## src/hw/ars_pkg.sv

```systemverilog
package ars_pkg;

	// Register byte offsets on the Avalon-MM slave
	localparam logic [5:0] ARS_REG_CTRL = 6'h00;
	localparam logic [5:0] ARS_REG_DEAD = 6'h04;
	localparam logic [5:0] ARS_REG_RECLAIM = 6'h08;
	localparam logic [5:0] ARS_REG_CUTOUT = 6'h0c;
	localparam logic [5:0] ARS_REG_PH_DLY = 6'h10;
	localparam logic [5:0] ARS_REG_EF_DLY = 6'h14;
	localparam logic [5:0] ARS_REG_STATUS = 6'h18;
	localparam logic [5:0] ARS_REG_IRQ_STAT = 6'h1c;
	localparam logic [5:0] ARS_REG_IRQ_CLR = 6'h20;
	localparam logic [5:0] ARS_REG_IRQ_EN = 6'h24;

	// Timing: all sequence timers count a 1 ms tick
	localparam int ARS_CLK_HZ = 50000000;
	localparam int ARS_TICK_MS = 1;
	localparam int ARS_TICK_CYC = ARS_CLK_HZ / 1000 * ARS_TICK_MS;
	localparam int ARS_TW = 20;
	localparam int ARS_PICKUP_DLY_S = 300;
	localparam logic [ARS_TW-1:0] ARS_PICKUP_DLY_RST =
		ARS_TW'(ARS_PICKUP_DLY_S * 1000 / ARS_TICK_MS);
	localparam logic [ARS_TW-1:0] ARS_DEAD_RST = 20'h001f4;
	localparam logic [ARS_TW-1:0] ARS_RECLAIM_RST = 20'h02710;
	localparam logic [ARS_TW-1:0] ARS_CUTOUT_RST = 20'h01388;

	// Shot numbering
	localparam logic [1:0] ARS_SHOT_NONE = 2'h0;
	localparam logic [1:0] ARS_SHOT_1 = 2'h1;
	localparam logic [1:0] ARS_SHOT_2 = 2'h2;
	localparam logic [1:0] ARS_SHOT_3 = 2'h3;

	// Interrupt event bit positions
	localparam int ARS_EV_SHOT = 0;
	localparam int ARS_EV_RECLOSE = 1;
	localparam int ARS_EV_LOCKOUT = 2;
	localparam int ARS_EV_DONE = 3;
	localparam int ARS_NEV = 4;

	// Control register layout, bit 31 downward
	typedef struct packed {
		logic [23:0] unused;
		logic disable_by_highset_stage;
		logic fast_stage_shot3_block;
		logic fast_stage_shot2_block;
		logic block_shot23_by_fast_stage;
		logic block_shot1_by_fast_stage;
		logic [1:0] shots;
		logic enable;
	} ars_ctrl_t;

	localparam ars_ctrl_t ARS_CTRL_RST = '{unused: 24'h000000,
		disable_by_highset_stage: 1'b0, fast_stage_shot3_block: 1'b0,
		fast_stage_shot2_block: 1'b0, block_shot23_by_fast_stage: 1'b0,
		block_shot1_by_fast_stage: 1'b0, shots: 2'h3, enable: 1'b1};

	// Trip and pickup signals from the protection elements
	typedef struct packed {
		logic delayed_phase_overcurrent_stage;
		logic fast_phase_overcurrent_stage;
		logic highset_phase_overcurrent_stage;
		logic delayed_earth_fault_stage;
		logic phase_pickup;
		logic earth_pickup;
	} ars_trips_t;

	typedef enum logic [2:0] {
		ARS_IDLE,
		ARS_DEAD,
		ARS_RECLAIM,
		ARS_LOCKOUT
	} ars_state_t;

endpackage

```

## src/hw/ars_tick.sv

```systemverilog
`timescale 1ns/1ps
`default_nettype none
module ars_tick #(
	parameter int DIV = 50000
) (
	input wire logic clk_sys,
	input wire logic reset,
	input wire logic clk_en,
	output logic tick
);
	import ars_pkg::*;

	initial begin
		if (DIV < 1 || DIV > 1048576) begin
			$error("ars_tick: DIV out of range");
		end
	end

	typedef struct packed {
		logic [19:0] cnt;
		logic tick;
	} ars_tick_st_t;

	ars_tick_st_t s_r;
	ars_tick_st_t s_nxt;

	// Free running divider; tick is a one-cycle pulse every DIV cycles
	always_comb begin
		s_nxt = s_r;
		s_nxt.tick = 1'b0;
		if (s_r.cnt == 20'(DIV - 1)) begin
			s_nxt.cnt = 20'h00000;
			s_nxt.tick = 1'b1;
		end else begin
			s_nxt.cnt = s_r.cnt + 20'h00001;
		end
	end

	always_ff @(posedge clk_sys) begin
		if (reset) begin
			s_r <= '0;
		end else if (clk_en) begin
			s_r <= s_nxt;
		end
	end

	assign tick = s_r.tick;
endmodule
`default_nettype wire

```

## src/hw/ars_timer.sv

```systemverilog
`timescale 1ns/1ps
`default_nettype none
module ars_timer #(
	parameter int W = 20
) (
	input wire logic clk_sys,
	input wire logic reset,
	input wire logic clk_en,
	input wire logic tick,
	input wire logic start,
	input wire logic stop,
	input wire logic [W-1:0] limit,
	output logic expired
);
	initial begin
		if (W < 2 || W > 31) begin
			$error("ars_timer: W out of range");
		end
	end

	typedef struct packed {
		logic [W-1:0] cnt;
		logic run;
		logic done;
	} ars_timer_st_t;

	ars_timer_st_t s_r;
	ars_timer_st_t s_nxt;

	// Start always restarts from zero, even while already running
	always_comb begin
		s_nxt = s_r;
		s_nxt.done = 1'b0;
		if (start) begin
			s_nxt.cnt = '0;
			s_nxt.run = 1'b1;
		end else if (stop) begin
			s_nxt.run = 1'b0;
		end else if (s_r.run && tick) begin
			s_nxt.cnt = s_r.cnt + W'(1);
			// A zero limit expires on the first tick
			if (s_nxt.cnt >= limit) begin
				s_nxt.run = 1'b0;
				s_nxt.done = 1'b1;
			end
		end
	end

	always_ff @(posedge clk_sys) begin
		if (reset) begin
			s_r <= '0;
		end else if (clk_en) begin
			s_r <= s_nxt;
		end
	end

	assign expired = s_r.done;
endmodule
`default_nettype wire

```

## src/hw/ars_seq.sv

```systemverilog
// Behaviour
// - Separate switches block fast stage in shot 2 and in shot 3
// - Shot initiation activates fast stage blocking
// - Delayed trip advances shots, then definite trip
// - Dead time expiry starts cutout and reclaim
// - Cutout expiry releases blocking, reset independent
// - Phase and earth pickups may initiate shots
// - Own pickup delays; expiry opens breaker
// - Pickup initiation only shot one, definite trip; code ignores pickup expiry in reclaim while shots remain
// - Pickup delays reset to three hundred seconds
// - Pickups always routed; expiry trips breaker; code ignores expiry in reclaim while shots remain
// - Fast trip switch skips shot one
// - Fast trip switch stops shots two, three
// - Highset trip switch disables reclosing entirely
// - Three shots, delayed stage: shots 1,2,3
//
// Decided for this implementation: the Avalon-MM slave port and the placing of the registers.
`timescale 1ns/1ps
`default_nettype none
module ars_seq #(
	parameter int TICK_CYC = 50000
) (
	input wire logic clk_sys,
	input wire logic reset,
	input wire logic clk_en,
	input wire logic [5:0] avs_address,
	input wire logic avs_read,
	input wire logic avs_write,
	input wire logic [31:0] avs_writedata,
	input wire logic [3:0] avs_byteenable,
	output logic [31:0] avs_readdata,
	output logic avs_waitrequest,
	input wire ars_pkg::ars_trips_t trips,
	output logic breaker_open_command,
	output logic breaker_reclose_command,
	output logic fast_stage_blocked,
	output logic irq
);
	import ars_pkg::*;

	initial begin
		if (TICK_CYC < 1) begin
			$error("ars_seq: TICK_CYC must be positive");
		end
	end

	typedef struct packed {
		ars_ctrl_t ctrl;
		logic [ARS_TW-1:0] dead;
		logic [ARS_TW-1:0] reclaim;
		logic [ARS_TW-1:0] cutout;
		logic [ARS_TW-1:0] ph_dly;
		logic [ARS_TW-1:0] ef_dly;
		logic [ARS_NEV-1:0] irq_stat;
		logic [ARS_NEV-1:0] irq_en;
		ars_state_t st;
		logic [1:0] shot;
		logic blk;
		logic open;
		logic reclose;
		logic ph_prev;
		logic ef_prev;
		logic ack;
		logic [31:0] rdata;
	} ars_seq_st_t;

	ars_seq_st_t s_r;
	ars_seq_st_t s_nxt;

	logic tick;
	logic start_dead;
	logic start_after;
	logic start_ph;
	logic start_ef;
	logic dead_exp;
	logic reclaim_exp;
	logic cutout_exp;
	logic ph_exp;
	logic ef_exp;

	// Byte lane merge for partial Avalon writes
	function automatic logic [31:0] merge(input logic [31:0] old,
		input logic [31:0] wd, input logic [3:0] be);
		logic [31:0] m;
		m = old;
		for (int i = 0; i < 4; i++) begin
			if (be[i]) begin
				m[i*8 +: 8] = wd[i*8 +: 8];
			end
		end
		return m;
	endfunction

	// One common tick for every sequence timer
	ars_tick #(.DIV(TICK_CYC)) u_tick (
		.clk_sys(clk_sys),
		.reset(reset),
		.clk_en(clk_en),
		.tick(tick)
	);

	ars_timer #(.W(ARS_TW)) u_dead (
		.clk_sys(clk_sys),
		.reset(reset),
		.clk_en(clk_en),
		.tick(tick),
		.start(start_dead),
		.stop(1'b0),
		.limit(s_r.dead),
		.expired(dead_exp)
	);

	ars_timer #(.W(ARS_TW)) u_reclaim (
		.clk_sys(clk_sys),
		.reset(reset),
		.clk_en(clk_en),
		.tick(tick),
		.start(start_after),
		.stop(start_dead),
		.limit(s_r.reclaim),
		.expired(reclaim_exp)
	);

	ars_timer #(.W(ARS_TW)) u_cutout (
		.clk_sys(clk_sys),
		.reset(reset),
		.clk_en(clk_en),
		.tick(tick),
		.start(start_after),
		.stop(1'b0),
		.limit(s_r.cutout),
		.expired(cutout_exp)
	);

	// Pickup delay timers run only while their pickup stays up
	ars_timer #(.W(ARS_TW)) u_ph (
		.clk_sys(clk_sys),
		.reset(reset),
		.clk_en(clk_en),
		.tick(tick),
		.start(start_ph),
		.stop(!trips.phase_pickup),
		.limit(s_r.ph_dly),
		.expired(ph_exp)
	);

	ars_timer #(.W(ARS_TW)) u_ef (
		.clk_sys(clk_sys),
		.reset(reset),
		.clk_en(clk_en),
		.tick(tick),
		.start(start_ef),
		.stop(!trips.earth_pickup),
		.limit(s_r.ef_dly),
		.expired(ef_exp)
	);

	// Fast stage blocking: latched at initiation, plus per-shot switches
	always_comb begin
		fast_stage_blocked = 1'b0;
		if (s_r.st == ARS_DEAD || s_r.st == ARS_RECLAIM) begin
			fast_stage_blocked = s_r.blk
				|| (s_r.shot == ARS_SHOT_2
				&& s_r.ctrl.fast_stage_shot2_block)
				|| (s_r.shot == ARS_SHOT_3
				&& s_r.ctrl.fast_stage_shot3_block);
		end
	end

	// Pickup timers restart on the rising edge of each pickup
	assign start_ph = trips.phase_pickup && !s_r.ph_prev;
	assign start_ef = trips.earth_pickup && !s_r.ef_prev;

	// Sequencer, register file and bus slave in one next-state process
	always_comb begin
		logic [ARS_NEV-1:0] ev;
		logic fast_eff;
		logic slow_trip;
		logic pick_exp;
		logic go_shot;
		logic go_lock;
		logic [1:0] shot_to;
		logic bus_req;
		logic [31:0] rd;
		ev = '0;
		go_shot = 1'b0;
		go_lock = 1'b0;
		shot_to = ARS_SHOT_NONE;
		rd = 32'h00000000;
		bus_req = avs_read || avs_write;
		s_nxt = s_r;
		s_nxt.reclose = 1'b0;
		s_nxt.ph_prev = trips.phase_pickup;
		s_nxt.ef_prev = trips.earth_pickup;
		start_dead = 1'b0;
		start_after = 1'b0;
		// A blocked fast stage cannot trip again
		fast_eff = trips.fast_phase_overcurrent_stage && !fast_stage_blocked;
		slow_trip = trips.delayed_phase_overcurrent_stage
			|| trips.delayed_earth_fault_stage;
		pick_exp = ph_exp || ef_exp;

		case (s_r.st)
			ARS_IDLE: begin
				if (!s_r.ctrl.enable) begin
					go_shot = 1'b0;
				end else if (trips.highset_phase_overcurrent_stage
					&& s_r.ctrl.disable_by_highset_stage) begin
					go_lock = 1'b1;
				end else if (slow_trip || pick_exp
					|| (fast_eff
					&& !s_r.ctrl.block_shot1_by_fast_stage)) begin
					shot_to = ARS_SHOT_1;
					go_shot = 1'b1;
				end else if (fast_eff) begin
					shot_to = ARS_SHOT_2;
					go_shot = 1'b1;
				end
			end
			ARS_DEAD: begin
				// Breaker open: trips ignored until the reclose
				if (dead_exp) begin
					s_nxt.open = 1'b0;
					s_nxt.reclose = 1'b1;
					start_after = 1'b1;
					s_nxt.st = ARS_RECLAIM;
					ev[ARS_EV_RECLOSE] = 1'b1;
				end
			end
			ARS_RECLAIM: begin
				if (cutout_exp) begin
					s_nxt.blk = 1'b0;
				end
				if (trips.highset_phase_overcurrent_stage
					&& s_r.ctrl.disable_by_highset_stage) begin
					go_lock = 1'b1;
				end else if (s_r.shot >= s_r.ctrl.shots) begin
					// No shots left: a delayed or unblocked fast trip or pickup expiry is final
					go_lock = slow_trip || fast_eff || pick_exp;
				end else if (fast_eff
					&& s_r.ctrl.block_shot23_by_fast_stage) begin
					go_lock = 1'b1;
				end else if (slow_trip || fast_eff) begin
					shot_to = s_r.shot + ARS_SHOT_1;
					go_shot = 1'b1;
				end else if (reclaim_exp) begin
					s_nxt.st = ARS_IDLE;
					s_nxt.shot = ARS_SHOT_NONE;
					s_nxt.blk = 1'b0;
					ev[ARS_EV_DONE] = 1'b1;
				end
			end
			ARS_LOCKOUT: begin
				// Hold the breaker open until the fault is gone
				if (!(slow_trip || trips.fast_phase_overcurrent_stage
					|| trips.highset_phase_overcurrent_stage
					|| trips.phase_pickup || trips.earth_pickup)) begin
					s_nxt.st = ARS_IDLE;
					s_nxt.open = 1'b0;
					s_nxt.shot = ARS_SHOT_NONE;
					s_nxt.blk = 1'b0;
				end
			end
			default: begin
				s_nxt.st = ARS_IDLE;
			end
		endcase

		// Skipping to a shot beyond the set count means definite trip
		if (go_shot && shot_to > s_r.ctrl.shots) begin
			go_shot = 1'b0;
			go_lock = 1'b1;
		end
		if (go_shot) begin
			s_nxt.shot = shot_to;
			s_nxt.open = 1'b1;
			s_nxt.blk = 1'b1;
			s_nxt.st = ARS_DEAD;
			start_dead = 1'b1;
			ev[ARS_EV_SHOT] = 1'b1;
		end
		if (go_lock) begin
			s_nxt.open = 1'b1;
			s_nxt.blk = 1'b0;
			s_nxt.st = ARS_LOCKOUT;
			ev[ARS_EV_LOCKOUT] = 1'b1;
		end

		// Read mux; unmapped and write-only offsets read as zero
		case (avs_address)
			ARS_REG_CTRL: rd = s_r.ctrl;
			ARS_REG_DEAD: rd = 32'(s_r.dead);
			ARS_REG_RECLAIM: rd = 32'(s_r.reclaim);
			ARS_REG_CUTOUT: rd = 32'(s_r.cutout);
			ARS_REG_PH_DLY: rd = 32'(s_r.ph_dly);
			ARS_REG_EF_DLY: rd = 32'(s_r.ef_dly);
			ARS_REG_STATUS: rd = {24'h000000, fast_stage_blocked, s_r.open,
				s_r.shot, 1'b0, s_r.st};
			ARS_REG_IRQ_STAT: rd = 32'(s_r.irq_stat);
			ARS_REG_IRQ_EN: rd = 32'(s_r.irq_en);
			default: rd = 32'h00000000;
		endcase

		// Sticky events; a new event wins over a clear in the same cycle
		s_nxt.irq_stat = s_r.irq_stat | ev;

		// Request waits one cycle, then completes with registered data
		s_nxt.ack = bus_req && !s_r.ack;
		if (bus_req && !s_r.ack) begin
			s_nxt.rdata = rd;
		end
		if (avs_write && s_r.ack) begin
			case (avs_address)
				ARS_REG_CTRL: s_nxt.ctrl =
					merge(s_r.ctrl, avs_writedata, avs_byteenable)
					& 32'h000000ff;
				ARS_REG_DEAD: s_nxt.dead = ARS_TW'(merge(32'(s_r.dead),
					avs_writedata, avs_byteenable));
				ARS_REG_RECLAIM: s_nxt.reclaim = ARS_TW'(merge(
					32'(s_r.reclaim), avs_writedata, avs_byteenable));
				ARS_REG_CUTOUT: s_nxt.cutout = ARS_TW'(merge(
					32'(s_r.cutout), avs_writedata, avs_byteenable));
				ARS_REG_PH_DLY: s_nxt.ph_dly = ARS_TW'(merge(
					32'(s_r.ph_dly), avs_writedata, avs_byteenable));
				ARS_REG_EF_DLY: s_nxt.ef_dly = ARS_TW'(merge(
					32'(s_r.ef_dly), avs_writedata, avs_byteenable));
				ARS_REG_IRQ_CLR: begin
					if (avs_byteenable[0]) begin
						s_nxt.irq_stat = (s_r.irq_stat
							& ~avs_writedata[ARS_NEV-1:0]) | ev;
					end
				end
				ARS_REG_IRQ_EN: begin
					if (avs_byteenable[0]) begin
						s_nxt.irq_en = avs_writedata[ARS_NEV-1:0];
					end
				end
				default: s_nxt.ack = 1'b0;
			endcase
		end
	end

	// Whole state registered at once; clk_en freezes everything
	always_ff @(posedge clk_sys) begin
		if (reset) begin
			s_r <= '0;
			s_r.ctrl <= ARS_CTRL_RST;
			s_r.dead <= ARS_DEAD_RST;
			s_r.reclaim <= ARS_RECLAIM_RST;
			s_r.cutout <= ARS_CUTOUT_RST;
			s_r.ph_dly <= ARS_PICKUP_DLY_RST;
			s_r.ef_dly <= ARS_PICKUP_DLY_RST;
			s_r.st <= ARS_IDLE;
		end else if (clk_en) begin
			s_r <= s_nxt;
		end
	end

	assign avs_waitrequest = (avs_read || avs_write) && !s_r.ack;
	assign avs_readdata = s_r.rdata;
	assign breaker_open_command = s_r.open;
	assign breaker_reclose_command = s_r.reclose;
	assign irq = |(s_r.irq_stat & s_r.irq_en);
endmodule
`default_nettype wire

```

## config.mk

```make
export PLATFORM = sky130hd
export DESIGN_NAME = ars_seq
export DESIGN_NICKNAME = d
export VERILOG_FILES = /design/src/hw/ars_pkg.sv /design/src/hw/ars_tick.sv /design/src/hw/ars_timer.sv /design/src/hw/ars_seq.sv
export SDC_FILE = /design/constraint.sdc
export NUM_CORES = 1
export LEC_CHECK = 0
export BUFFER_PORTS_ARGS = -buffer_cell sky130_fd_sc_hd__buf_2
export CAP_MARGIN = 10
export CORE_MARGIN = 8
export CORE_UTILIZATION = 47
export CTS_CLUSTER_DIAMETER = 200
export DETAILED_ROUTE_END_ITERATION = 8
export GPL_TIMING_DRIVEN = 0
export SYNTH_ARGS = -nofsm -noshare
export SYNTH_HDL_FRONTEND = slang
export SYNTH_SLANG_ARGS = --single-unit
```

## constraint.sdc

```tcl
create_clock -name clk_sys -period 3.8 [get_ports clk_sys]
set_input_delay 0.76 -clock clk_sys [delete_from_list [all_inputs] [get_ports clk_sys]]
set_output_delay 0.76 -clock clk_sys [all_outputs]
set_load 0.005 [all_outputs]
```

* Word level (Yosys, flattened, before mapping)
Index checks and enable logic that the tools add are counted.
Widths: inputs -> output; s select.
** Word-level totals
- Memory bits (writable) :: 0
- Output and inout port bits :: 37
- Logic and storage cells :: 280
- Bits in latches :: 0
- Memories kept :: 0
- Register bits after elaboration :: 290
- Input bits :: 53
- ROM bits :: 0
** Operators by class
- Shifts and indexed selects :: 0
- Muxes and demuxes :: 92
- Div/mod/pow operators :: 0
- Add/sub/neg operators :: 7
- Magnitude comparators :: 7
- Multiply operators :: 0
- Equality and inequality tests :: 34
- Reductions and logical operators :: 85
- Bitwise logic cells :: 5
** Operators with widths (number)
- $pmux 20 s9 :: 1
- $add 20x1->20 const B :: 6
- $mux 22 :: 5
- $mux 21 :: 5
- $ge 20x20->1 :: 5
- $mux 20 :: 4
- $reduce_and 4->1 :: 18
- $mux 1 :: 42
- $mux 2 :: 15
- $mux 6 :: 5
- $reduce_and 3->1 :: 9
- $eq 6x5->1 const B :: 4
- $eq 20x16->1 const B :: 1
- $reduce_bool 2->1 :: 9
- $logic_and 1x1->1 :: 16
- $mux 4 :: 4
- $ne 4x2->1 const B :: 4
- $ne 3x1->1 const B :: 5
- $logic_or 1x1->1 :: 14
- $mux 7 :: 2
- $eq 6x4->1 const B :: 2
- $eq 6x6->1 const B :: 2
- $ne 3x2->1 const B :: 4
- $pmux 3 s4 :: 1
- other kinds (29) :: 47

* Logic depth before layout (Yosys ltp)
Gate-level depths: netlist of run 1.
- Depth after elaboration :: 21
- Mapped depth :: 16
- Mapped depth without buffers :: 15

* Modules after synthesis
From an unflattened synthesis of run 1, not the netlist that was laid out.
** Unflattened totals
- Cells, all modules :: 2042
- Area total of the unflattened synthesis :: 16933.7 um2
** By module, submodules not included
- ars_timer :: times used 5, cells each 231, area an instance 1796.7 um2, sequential area each 440.4 um2
- ars_seq :: times used 1, cells each 777, area an instance 6985.4 um2, sequential area each 2922.8 um2
- ars_tick :: times used 1, cells each 110, area an instance 964.7 um2, sequential area each 420.4 um2

* Worst setup path before layout of run 1
Ideal clock, no wire load.
- Kind :: flip-flop to flip-flop
- From :: register s_r[38] (netlist bit)
- To :: register u_dead.s_r[12] (netlist bit)
- Period minus slack after synthesis :: 3.333 ns
- Path slack :: 0.467 ns
- Required time :: 3.666 ns
- Path buffers :: 2
- Cell stages (with the launch flop) :: 16
- Library setup time :: 0.134 ns
- Arrival time :: 3.199 ns
- Path through :: dfxtp_1 -> inv_1 -> ha_1 -> a221o_1 -> a21boi_2 -> o2111ai_4 -> o21ai_0 -> ha_1 -> nor2b_1 -> o21ai_0 -> nand3_1 -> o2111a_1 -> buf_2 -> buf_2 -> a31oi_1 -> a211oi_1
** Between the ends
- Longest elaborated chain between the ends :: 19
- Elaborated cells between the ends (all ways) :: 40
- Those cells by class :: add/sub: 1; order compare: 2; eq/ne: 2; mux: 22; reduce/logical: 13
** RTL lines
- start, declared :: line ars_seq.sv:67 : ars_seq_st_t s_r;
- start signal, assigned :: line ars_seq.sv:355 : s_r <= s_nxt;
- $eq 2x2->1 :: line ars_seq.sv:163 : || (s_r.shot == ARS_SHOT_2
- $logic_and 1x1->1 :: line ars_seq.sv:164 : && s_r.ctrl.fast_stage_shot2_block)
- $logic_or 1x1->1 :: line ars_seq.sv:163
- $logic_or 1x1->1 :: line ars_seq.sv:165 : || (s_r.shot == ARS_SHOT_3
- $mux 1 :: line ars_seq.sv:161 : if (s_r.st == ARS_DEAD || s_r.st == ARS_RECLAIM) begin
- $logic_not 1->1 :: line ars_seq.sv:198 : fast_eff = trips.fast_phase_overcurrent_stage && !fast_stage_blocked;
- $logic_and 1x1->1 :: line ars_seq.sv:198
- $logic_or 1x1->1 / $logic_and 1x1->1 (equally long branches) :: line ars_seq.sv:243, ars_seq.sv:212
- (+3 left out)
- $mux 2 (on tied branches) :: line ars_seq.sv:234, ars_seq.sv:205
- $pmux 2 s2 :: line ars_seq.sv:203 : case (s_r.st)
- $gt 2x2->1 :: line ars_seq.sv:270 : if (go_shot && shot_to > s_r.ctrl.shots) begin
- $logic_and 1x1->1 :: line ars_seq.sv:270
- $mux 1 (*) :: line ars_seq.sv:270
- $mux 1 (*) :: line ars_seq.sv:274 : if (go_shot) begin
- $reduce_bool 2->1 (no source line)
- $reduce_and 2->1 (no source line)
- end signal, assigned :: line ars_timer.sv:53 : s_r <= s_nxt;
- end, declared :: line ars_timer.sv:27 : ars_timer_st_t s_r;
Every way passes the cells marked *; elsewhere a longest branch is shown, timed or not.
A chain may end at the register's enable or synchronous reset.

* Final worst setup path of run 1
- From :: register s_r[41] (netlist bit)
- To :: register u_dead.s_r[20] (netlist bit)
** Between the ends
- Longest elaborated chain between the ends :: 17
- Elaborated cells between the ends (all ways) :: 36
- Those cells by class :: order compare: 1; eq/ne: 2; mux: 22; reduce/logical: 11
** RTL lines (line)
- $eq 3x1->1 / $eq 3x2->1 (equally long branches) :: ars_seq.sv:161, ars_seq.sv:203
- $logic_or 1x1->1 :: ars_seq.sv:161
- $mux 1 :: ars_seq.sv:161
- $logic_not 1->1 :: ars_seq.sv:198
- $logic_and 1x1->1 :: ars_seq.sv:198
- $logic_or 1x1->1 / $logic_and 1x1->1 (equally long branches) :: ars_seq.sv:243, ars_seq.sv:212
- $mux 2 / $logic_or 1x1->1 (equally long branches) :: ars_seq.sv:243, ars_seq.sv:211
- $mux 2 (on tied branches) :: ars_seq.sv:240, ars_seq.sv:210
- $mux 2 (on tied branches) :: ars_seq.sv:237, ars_seq.sv:207
- $mux 2 (on tied branches) :: ars_seq.sv:234, ars_seq.sv:205
- $pmux 2 s2 :: ars_seq.sv:203
- $gt 2x2->1 :: ars_seq.sv:270
- $logic_and 1x1->1 :: ars_seq.sv:270
- $mux 1 (*) :: ars_seq.sv:270
- $mux 1 (*) :: ars_seq.sv:274
- $reduce_bool 2->1 (no source line)
- $reduce_and 2->1 (no source line)
Marked as above.

==> metrics.md, run 1 <==
| Metric | Value |
|---|---|
| Status | `complete, no violations` |
| Hold EP | `breaker_reclose_command$_SDFFE_PP0P_` |
| Compound-Gate Fraction of Synth Area | `0.193` |
| Post-synth EDFFs | `0` |
| Worst Hold Class | `flip-flop to flip-flop` |
| Clock Sinks | `277` |
| I/O pin total | `90` |
| Worst Min Path Start | `breaker_reclose_command$_SDFFE_PP0P_` |
| Nets | `about 2300` |
| Ys async rst share | `0` |
| Post-place setup slack | `-0.343 ns` |
| Sequential share of the synthesized area | `0.338` |
| Crit path launch type | `flip-flop` |
| Row count | `between 60 and 70` |
| Hold_buf cts | `0` |
| Starting Density | `0.477` |
| WL final | `56.4 mm` |
| Share of cells above drive strength 1 | `0.105` |
| Via density | `between 5 and 6` |
| First-pass detailed-route iteration total | `5` |
| Number of global-route vias before repair | `14500` |
| Seq. cell area | `between 0.005 and 0.006 sq mm` |
| Total grt overflow | `0` |
| Flop2flop setup slack | `between 0.15 and 0.2 ns` |
| Clock Tree Root | `clkbuf_16` |
| Final Power | `roughly 6.7 mW` |
| Clock slew at reported path FFs | `approximately 0.060 ns` |
| Max_cap viols | `0` |
| Xor-xnor portion of the synthesized cell area | `0.0571` |
| Largest family of logic cells by synthesized area | `simple AND/OR/NAND/NOR gates` |
| Fillcell total | `roughly 3300` |
| Via count | `~15000` |
| Worst Path Required | `4.18 ns` |
| H-Tree Depth | `2` |
| R2R cell count | `16` |
| Final hold viol count | `0` |
| Synthesized instance count | `roughly 2000` |
| R2r endpoint | `u_dead.s_r[20]$_SDFFE_PP0P_` |
| Worst EP arrival | `4.01 ns` |
| Multi-input combinational cell area | `about 0.0099 sq mm` |
| Clock skew | `0.0235 ns` |
| Worst-Skew Late Latency | `0.55 ns` |
| Static Leak | `~8 nW` |
| DR DRC count | `0` |
| Final period util | `0.954` |
| Synth Flop Type | `dfxtp_1` |
| Die Wd | `around 200 um` |
| First-pass GRT wire length | `85.7 mm` |
| Commonest cells after routing, fill and taps aside | `nor2_1, dfxtp_1, nand2_1` |
| Core area | `between 0.03 and 0.04 sq mm` |
| Largest cells by area after synthesis | `dfxtp_1, ha_1, nor2_1, mux2i_1, a21oi_1` |
| Crit Path Category | `flip-flop to flip-flop` |
| Gpl congestion | `0.996` |
| First DRT Iteration DRCs | `1556` |
| CTS Buf Count | `34` |
| #FFs+latches synth | `between 200 and 300` |
| Synth cell types | `a little over 80` |
| Syn_area_per_cell | `between 8 and 9 sq um` |
| Post-synth top area cell | `dfxtp_1` |
| Post-Syn Area | `between 0.015 and 0.02 sq mm` |
| Gr usage total | `0.267` |
| WHS | `0.464 ns` |
| Wirelength per Cell | `about 22 um` |
| Achievable Freq | `roughly 280 MHz` |
| Die Span Y | `203 um` |
| Pwr/cell area | `about 360 mW/mm^2` |
| Final Util | `0.539` |
| Top-area cell type share of the netlist area | `0.338` |
| Crit path capture type | `flip-flop` |
| Critical register-to-register path startpoint | `s_r[41]$_SDFFE_PP0P_` |
| Largest net degree at the start of global routing | `13` |
| Hold Crit Depth | `2` |
| Worst-path maximum fanout | `10` |
| Area delta synth->final | `13.1%` |
| Tmin final | `3.62 ns` |
| Simple-Gate Fraction of Synth Area | `0.204` |
| CTS tree | `yes` |
| Synth warn | `0` |
| Setup ws final | `0.176 ns` |
| Die area | `0.0412 sq mm` |
| Worst Tran Pin Value | `0.993 ns` |
| Initial antenna violation count | `1` |
| Post-route ant nets | `0` |
| CTS Buffer Depth | `3` |
| IO Port Bufs | `56` |
| Fraction of the mapped netlist area in adder cells | `0.0884` |
| Worst slew margin | `0.338` |
| Setup violations, final | `0` |
| Commonest non-fill, non-tap cell in the layout | `nor2_1` |
| Max Transition Viols Final | `0` |
| Detailed Place HPWL | `43.5 mm` |
| Mux contribution to synthesized area | `0.0498` |
| Peak VDD IR | `approximately 0.44 mV` |
==> timing repair <==
| item | CTS | global route |
|---|---|---|
| setup endpoints to repair | 44 | 43 |
| endpoints found under the hold margin | 0 | 0 |
| pin swaps | 0 | 5 |
| cloned | 0 | 0 |
| buffers inserted | 1 | 6 |
| gates resized for setup | 9 | 19 |
==> worst max-delay path, stage by stage (launching register included) <==
cell and delay [ns]:
dfxtp_2 0.38, inv_1 0.09, ha_2 0.40, inv_1 0.09
o211ai_1 0.20, buf_4 0.16, o2111ai_4 0.19, o21ai_2 0.23
ha_1 0.26, nor2b_1 0.15, o21ai_2 0.20, nand3_1 0.10
o2111a_1 0.29, buf_2 0.20, buf_2 0.21, a31oi_1 0.20
a211oi_1 0.07
==> synthesized netlist by cell type (5+ instances only) <==
master,n
nor2_1,275
mux2i_1,75
nor2b_1,15
buf_4,35
nand3b_1,6
a311oi_1,7
and3_1,37
a211oi_1,33
nor4_1,9
clkbuf_1,68
inv_1,113
and4_1,13
a31oi_1,15
nor3_1,22
o21ai_0,87
xor2_1,55
a211o_1,5
or3_1,10
a2111oi_0,5
or4_1,5
a32oi_1,5
o21a_1,6
ha_1,116
and2_1,10
a21o_1,28
buf_2,21
nor3b_1,12
a222oi_1,13
buf_1,6
nand4_1,29
o22ai_1,6
nand3_1,61
o211ai_1,34
a21oi_1,149
nor3_2,5
xnor2_1,52
nand2b_1,11
a22oi_1,38
dfxtp_1,277
nand2_1,161
a221oi_1,14
==> area by class of cell <==
type | count | share of cell area
multi-input cells | 1502 | 0.532
flip-flops and latches | 277 | 0.299
clock buffers | 52 | 0.0538
plain buffers | 134 | 0.0382
well taps | 455 | 0.0306
inverters | 115 | 0.0232
repair buffers | 63 | 0.0186
clock inverters | 7 | 0.00445
diodes | 1 | 0.000135
==> sequential cells by signal, indices dropped and copies added, names as in the netlist, 20 cells and up <==
register and cells:
u_cutout.s_r 21, u_reclaim.s_r 21, u_ph.s_r 21, s_r 124, avs_readdata 20, u_ef.s_r 21
u_tick.s_r 20, u_dead.s_r 21
==> cells by family after synthesis <==
kind of cell / Yosys count
flops: 277
simple gates: 706
mux: 80
fa+ha+maj: 116
xor+xnor: 107
other cells: 1
compound gates: 481
buf+inv: 250
==> per-stage QoR <==
stage,std cells,setup TNS (ns),area [sq um]
6_report,2606,0,18600
5_1_grt,2605,-0.243,18600
4_1_cts,2600,0,18500
3_5_place_dp,2540,-10.56,17300
3_3_place_gp,2540,-10.73,17300
2_1_floorplan,2029,0,16500
==> power by group <==
group / switching [mW] / total (mW) / internal [mW]
clock network: 1.33 / 3.21 / 1.89
registers: 0.0310 / 2.96 / 2.93
logic: 0.379 / 0.549 / 0.170
total: 1.74 / 6.72 / 4.99
==> how the worst max path moves through the flow <==
| stage | startpoint | endpoint | slack, ns | depth (start not counted) |
|---|---|---|---|---|
| 3_3_place_gp | s_r[38]$_SDFFE_PP0P_ | u_reclaim.expired$_SDFFE_PP0P_ | -0.35 | 14 |
| 3_5_place_dp | s_r[38]$_SDFFE_PP0P_ | u_reclaim.s_r[20]$_SDFFE_PP0P_ | -0.34 | 15 |
| 6_report | s_r[41]$_SDFFE_PP0P_ | u_dead.s_r[20]$_SDFFE_PP0P_ | 0.18 | 16 |
| 4_1_cts | u_ef.s_r[2]$_SDFFE_PP0P_ | u_ef.expired$_SDFFE_PP0P_ | 0.03 | 14 |
| 2_1_floorplan | s_r[38]$_SDFFE_PP0P_ | u_dead.s_r[12]$_SDFFE_PP0P_ | 0.47 | 15 |
| 5_1_grt | s_r[40]$_SDFFE_PP0P_ | u_dead.s_r[20]$_SDFFE_PP0P_ | -0.06 | 16 |
==> routing by layer <==
layer,up-vias,GRT usage,wire (um)
met2,578,0.409,24600
met3,101,0.0443,4450
met5,-,0,0
li1,7346,-,-
met1,7369,0.370,25500
met4,0,0.101,1930
No activity file was read; power rests on OpenSTA's default activity.
==> inputs of run 2 (changes only) <==
--- a/config.mk
+++ b/config.mk
@@ -12,6 +12,7 @@
 export CTS_CLUSTER_DIAMETER = 200
 export DETAILED_ROUTE_END_ITERATION = 8
 export GPL_TIMING_DRIVEN = 0
+export RECOVER_POWER = 50
 export SYNTH_ARGS = -nofsm -noshare
 export SYNTH_HDL_FRONTEND = slang
 export SYNTH_SLANG_ARGS = --single-unit
==> run 2 against run 1 <==
Against the previous run: count of clock-buffer cells in the layout stayed put; register-to-register slack hardly changed; critical path depth stayed put; sequential cell count stayed put; cell count stayed put; clock skew is 0.00096 ns higher; design area is 0.28% lower; sequential share of layout area is 0.085 points higher; non-clock buffer count stayed put; fmax is 0.27% higher.
==> metrics.md, run 2 (same netlist as run 1, synthesis figures left out) <==
| Metric | Value |
|---|---|
| Status | `complete, no violations` |
| Peak VDD IR | `between 0.4 and 0.5 mV` |
| Core area | `0.0345 sq mm` |
| Crit path launch type | `flip-flop` |
| Register bank with the most flops | `s_r` |
| Area delta synth->final | `12.8%` |
| WHS | `about 0.47 ns` |
| Worst-path maximum fanout | `10` |
| Worst Tran Pin Value | `between 1 and 1.5 ns` |
| Achievable Freq | `between 200 and 300 MHz` |
| Clock skew | `roughly 0.024 ns` |
| Starting Density | `0.477` |
| Die Wd | `203 um` |
| Max Transition Viols Final | `0` |
| Max_cap viols | `0` |
| First-pass GRT wire length | `between 80 and 90 mm` |
| Static Leak | `7.92 nW` |
| Worst Path Required | `~4.2 ns` |
| IO Port Bufs | `56` |
| Setup violations, final | `0` |
| Commonest cells after routing, fill and taps aside | `nor2_1, dfxtp_1, nand2_1` |
| Gpl congestion | `between 0.9 and 1` |
| Crit path capture type | `flip-flop` |
| Critical Path, Cell by Cell | `inv_1, ha_2, inv_1, o211ai_1, buf_4, o2111ai_4, o21ai_2, ha_1, nor2b_1, o21ai_2, nand3_1, o2111a_1, buf_2, buf_2, a31oi_1, a211oi_1` |
| Nets | `around 2300` |
| H-Tree Depth | `2` |
| Detailed Place HPWL | `~44 mm` |
| Final period util | `0.951` |
| Worst path slowest cell | `ha_2` |
| Clock Sinks | `~280` |
| Worst slew margin | `0.247` |
| Wirelength per Cell | `around 22 um` |
| I/O pin total | `90` |
| Initial antenna violation count | `1` |
| CTS tree | `yes` |
| Final Util | `0.538` |
| Tmin final | `~3.6 ns` |
| CTS Buf Count | `34` |
| CP Depth | `16` |
| First DRT Iteration DRCs | `~1400` |
| Worst Path Buf+Inv | `5` |
| Max incr delay on CP | `~0.4 ns` |
| Number of global-route vias before repair | `between 10000 and 15000` |
| Clock slew at reported path FFs | `about 0.060 ns` |
| DR DRC count | `0` |
| Via density | `around 6` |
| WL final | `roughly 56 mm` |
| Hold Crit Depth | `2` |
| Pwr/cell area | `around 360 mW/mm^2` |
| Worst EP arrival | `about 4.0 ns` |
| Gr usage total | `0.267` |
| Worst Hold Class | `flip-flop to flip-flop` |
| Crit Path Category | `flip-flop to flip-flop` |
| Total grt overflow | `0` |
| Final hold viol count | `0` |
| Post-route ant nets | `0` |
| Die area | `0.0412 sq mm` |
| Largest register FFs | `about 120` |
| Delay-heaviest family, CP | `compound AO/OA/AOI/OAI gates` |
| Share of cells above drive strength 1 | `0.0930` |
| CTS Buffer Depth | `3` |
| R2R cell count | `16` |
| Die Span Y | `between 200 and 250 um` |
| Commonest non-fill, non-tap cell in the layout | `nor2_1` |
| Largest net degree at the start of global routing | `13` |
| Clock Tree Root | `clkbuf_16` |
| First-pass detailed-route iteration total | `9` |
| Worst-Skew Late Latency | `approximately 0.56 ns` |
| Row count | `around 70` |
| Via count | `15500` |
-- run 2: cell count changes in the layout (fill, tap and decap cells not counted), moves of 2 or more --
cell and change:
clkbuf_1 +22, buf_2 -19, buf_4 -13, clkbuf_4 +12, nor2_1 +3, nor2_2 -3, and2_0 +2, and2_1 -2
nor3_1 +2, nor3_2 -2
-- run 2: worst paths after layout --
kind	startpoint	endpoint	slack [ns]
worst max-delay path	s_r[41]$_SDFFE_PP0P_	u_dead.s_r[20]$_SDFFE_PP0P_	0.19
worst min-delay path	breaker_reclose_command$_SDFFE_PP0P_	breaker_reclose_command$_SDFFE_PP0P_	0.47
worst max register to register	s_r[41]$_SDFFE_PP0P_	u_dead.s_r[20]$_SDFFE_PP0P_	0.19
worst min register to register	breaker_reclose_command$_SDFFE_PP0P_	breaker_reclose_command$_SDFFE_PP0P_	0.47
-- run 2: area by class of cell --
cell class,instances,area (sq um)
Antenna cell,1,2.50
Clock inverter,7,82.6
Fill cell,3320,15900
Inverter,115,432
Multi-Input combinational cell,1502,9870
Sequential cell,277,5550
Tap cell,455,569
Buffer,134,689
Timing Repair Buffer,63,330
Clock buffer,52,1000
-- run 2: worst reg2reg max path, stage by stage, from the launching register on --
cell and delay (ns):
dfxtp_2 0.38, inv_1 0.09, ha_2 0.40, inv_1 0.08, o211ai_1 0.20, buf_4 0.16, o2111ai_4 0.19, o21ai_2 0.24
ha_1 0.26, nor2b_1 0.15, o21ai_2 0.21, nand3_1 0.11, o2111a_1 0.29, buf_2 0.20, buf_2 0.22, a31oi_1 0.20
a211oi_1 0.07
-- run 2: metal layers --
layer	global-route usage	part of all wire
met5	0	0
met4	0.101	0.034
met3	0.0443	0.083
met2	0.409	0.44
met1	0.370	0.45
-- run 2: power by group --
part / switching, mW / total (mW) / internal [mW]
registers: 0.0307 / 2.96 / 2.93
clock network: 1.33 / 3.22 / 1.89
logic: 0.379 / 0.546 / 0.167
-- run 2: per-stage QoR --
| step | area [sq um] | TNS (ns) | total power, mW | setup slack (ns) | cells |
|---|---|---|---|---|---|
| 6_report | 18500 | 0 | 6.72 | 0.186 | 2606 |
| 5_1_grt | 18500 | -0.242 | 6.93 | -0.0627 | 2605 |
| 3_3_place_gp | 17300 | -10.73 | 3.54 | -0.352 | 2540 |
| 2_1_floorplan | 16500 | 0 | 3.33 | 0.467 | 2029 |
| 4_1_cts | 18500 | 0 | 6.76 | 0.0327 | 2600 |
| 3_5_place_dp | 17300 | -10.56 | 3.54 | -0.343 | 2540 |
-- run 2: timing repair --
item	in CTS	in global routing
gates cloned	0	0
pin swaps	0	5
buffers inserted	1	6
gates resized for setup	9	19
hold buffers	0	0
endpoints found under the setup margin	44	43
endpoints found under the hold margin	0	0
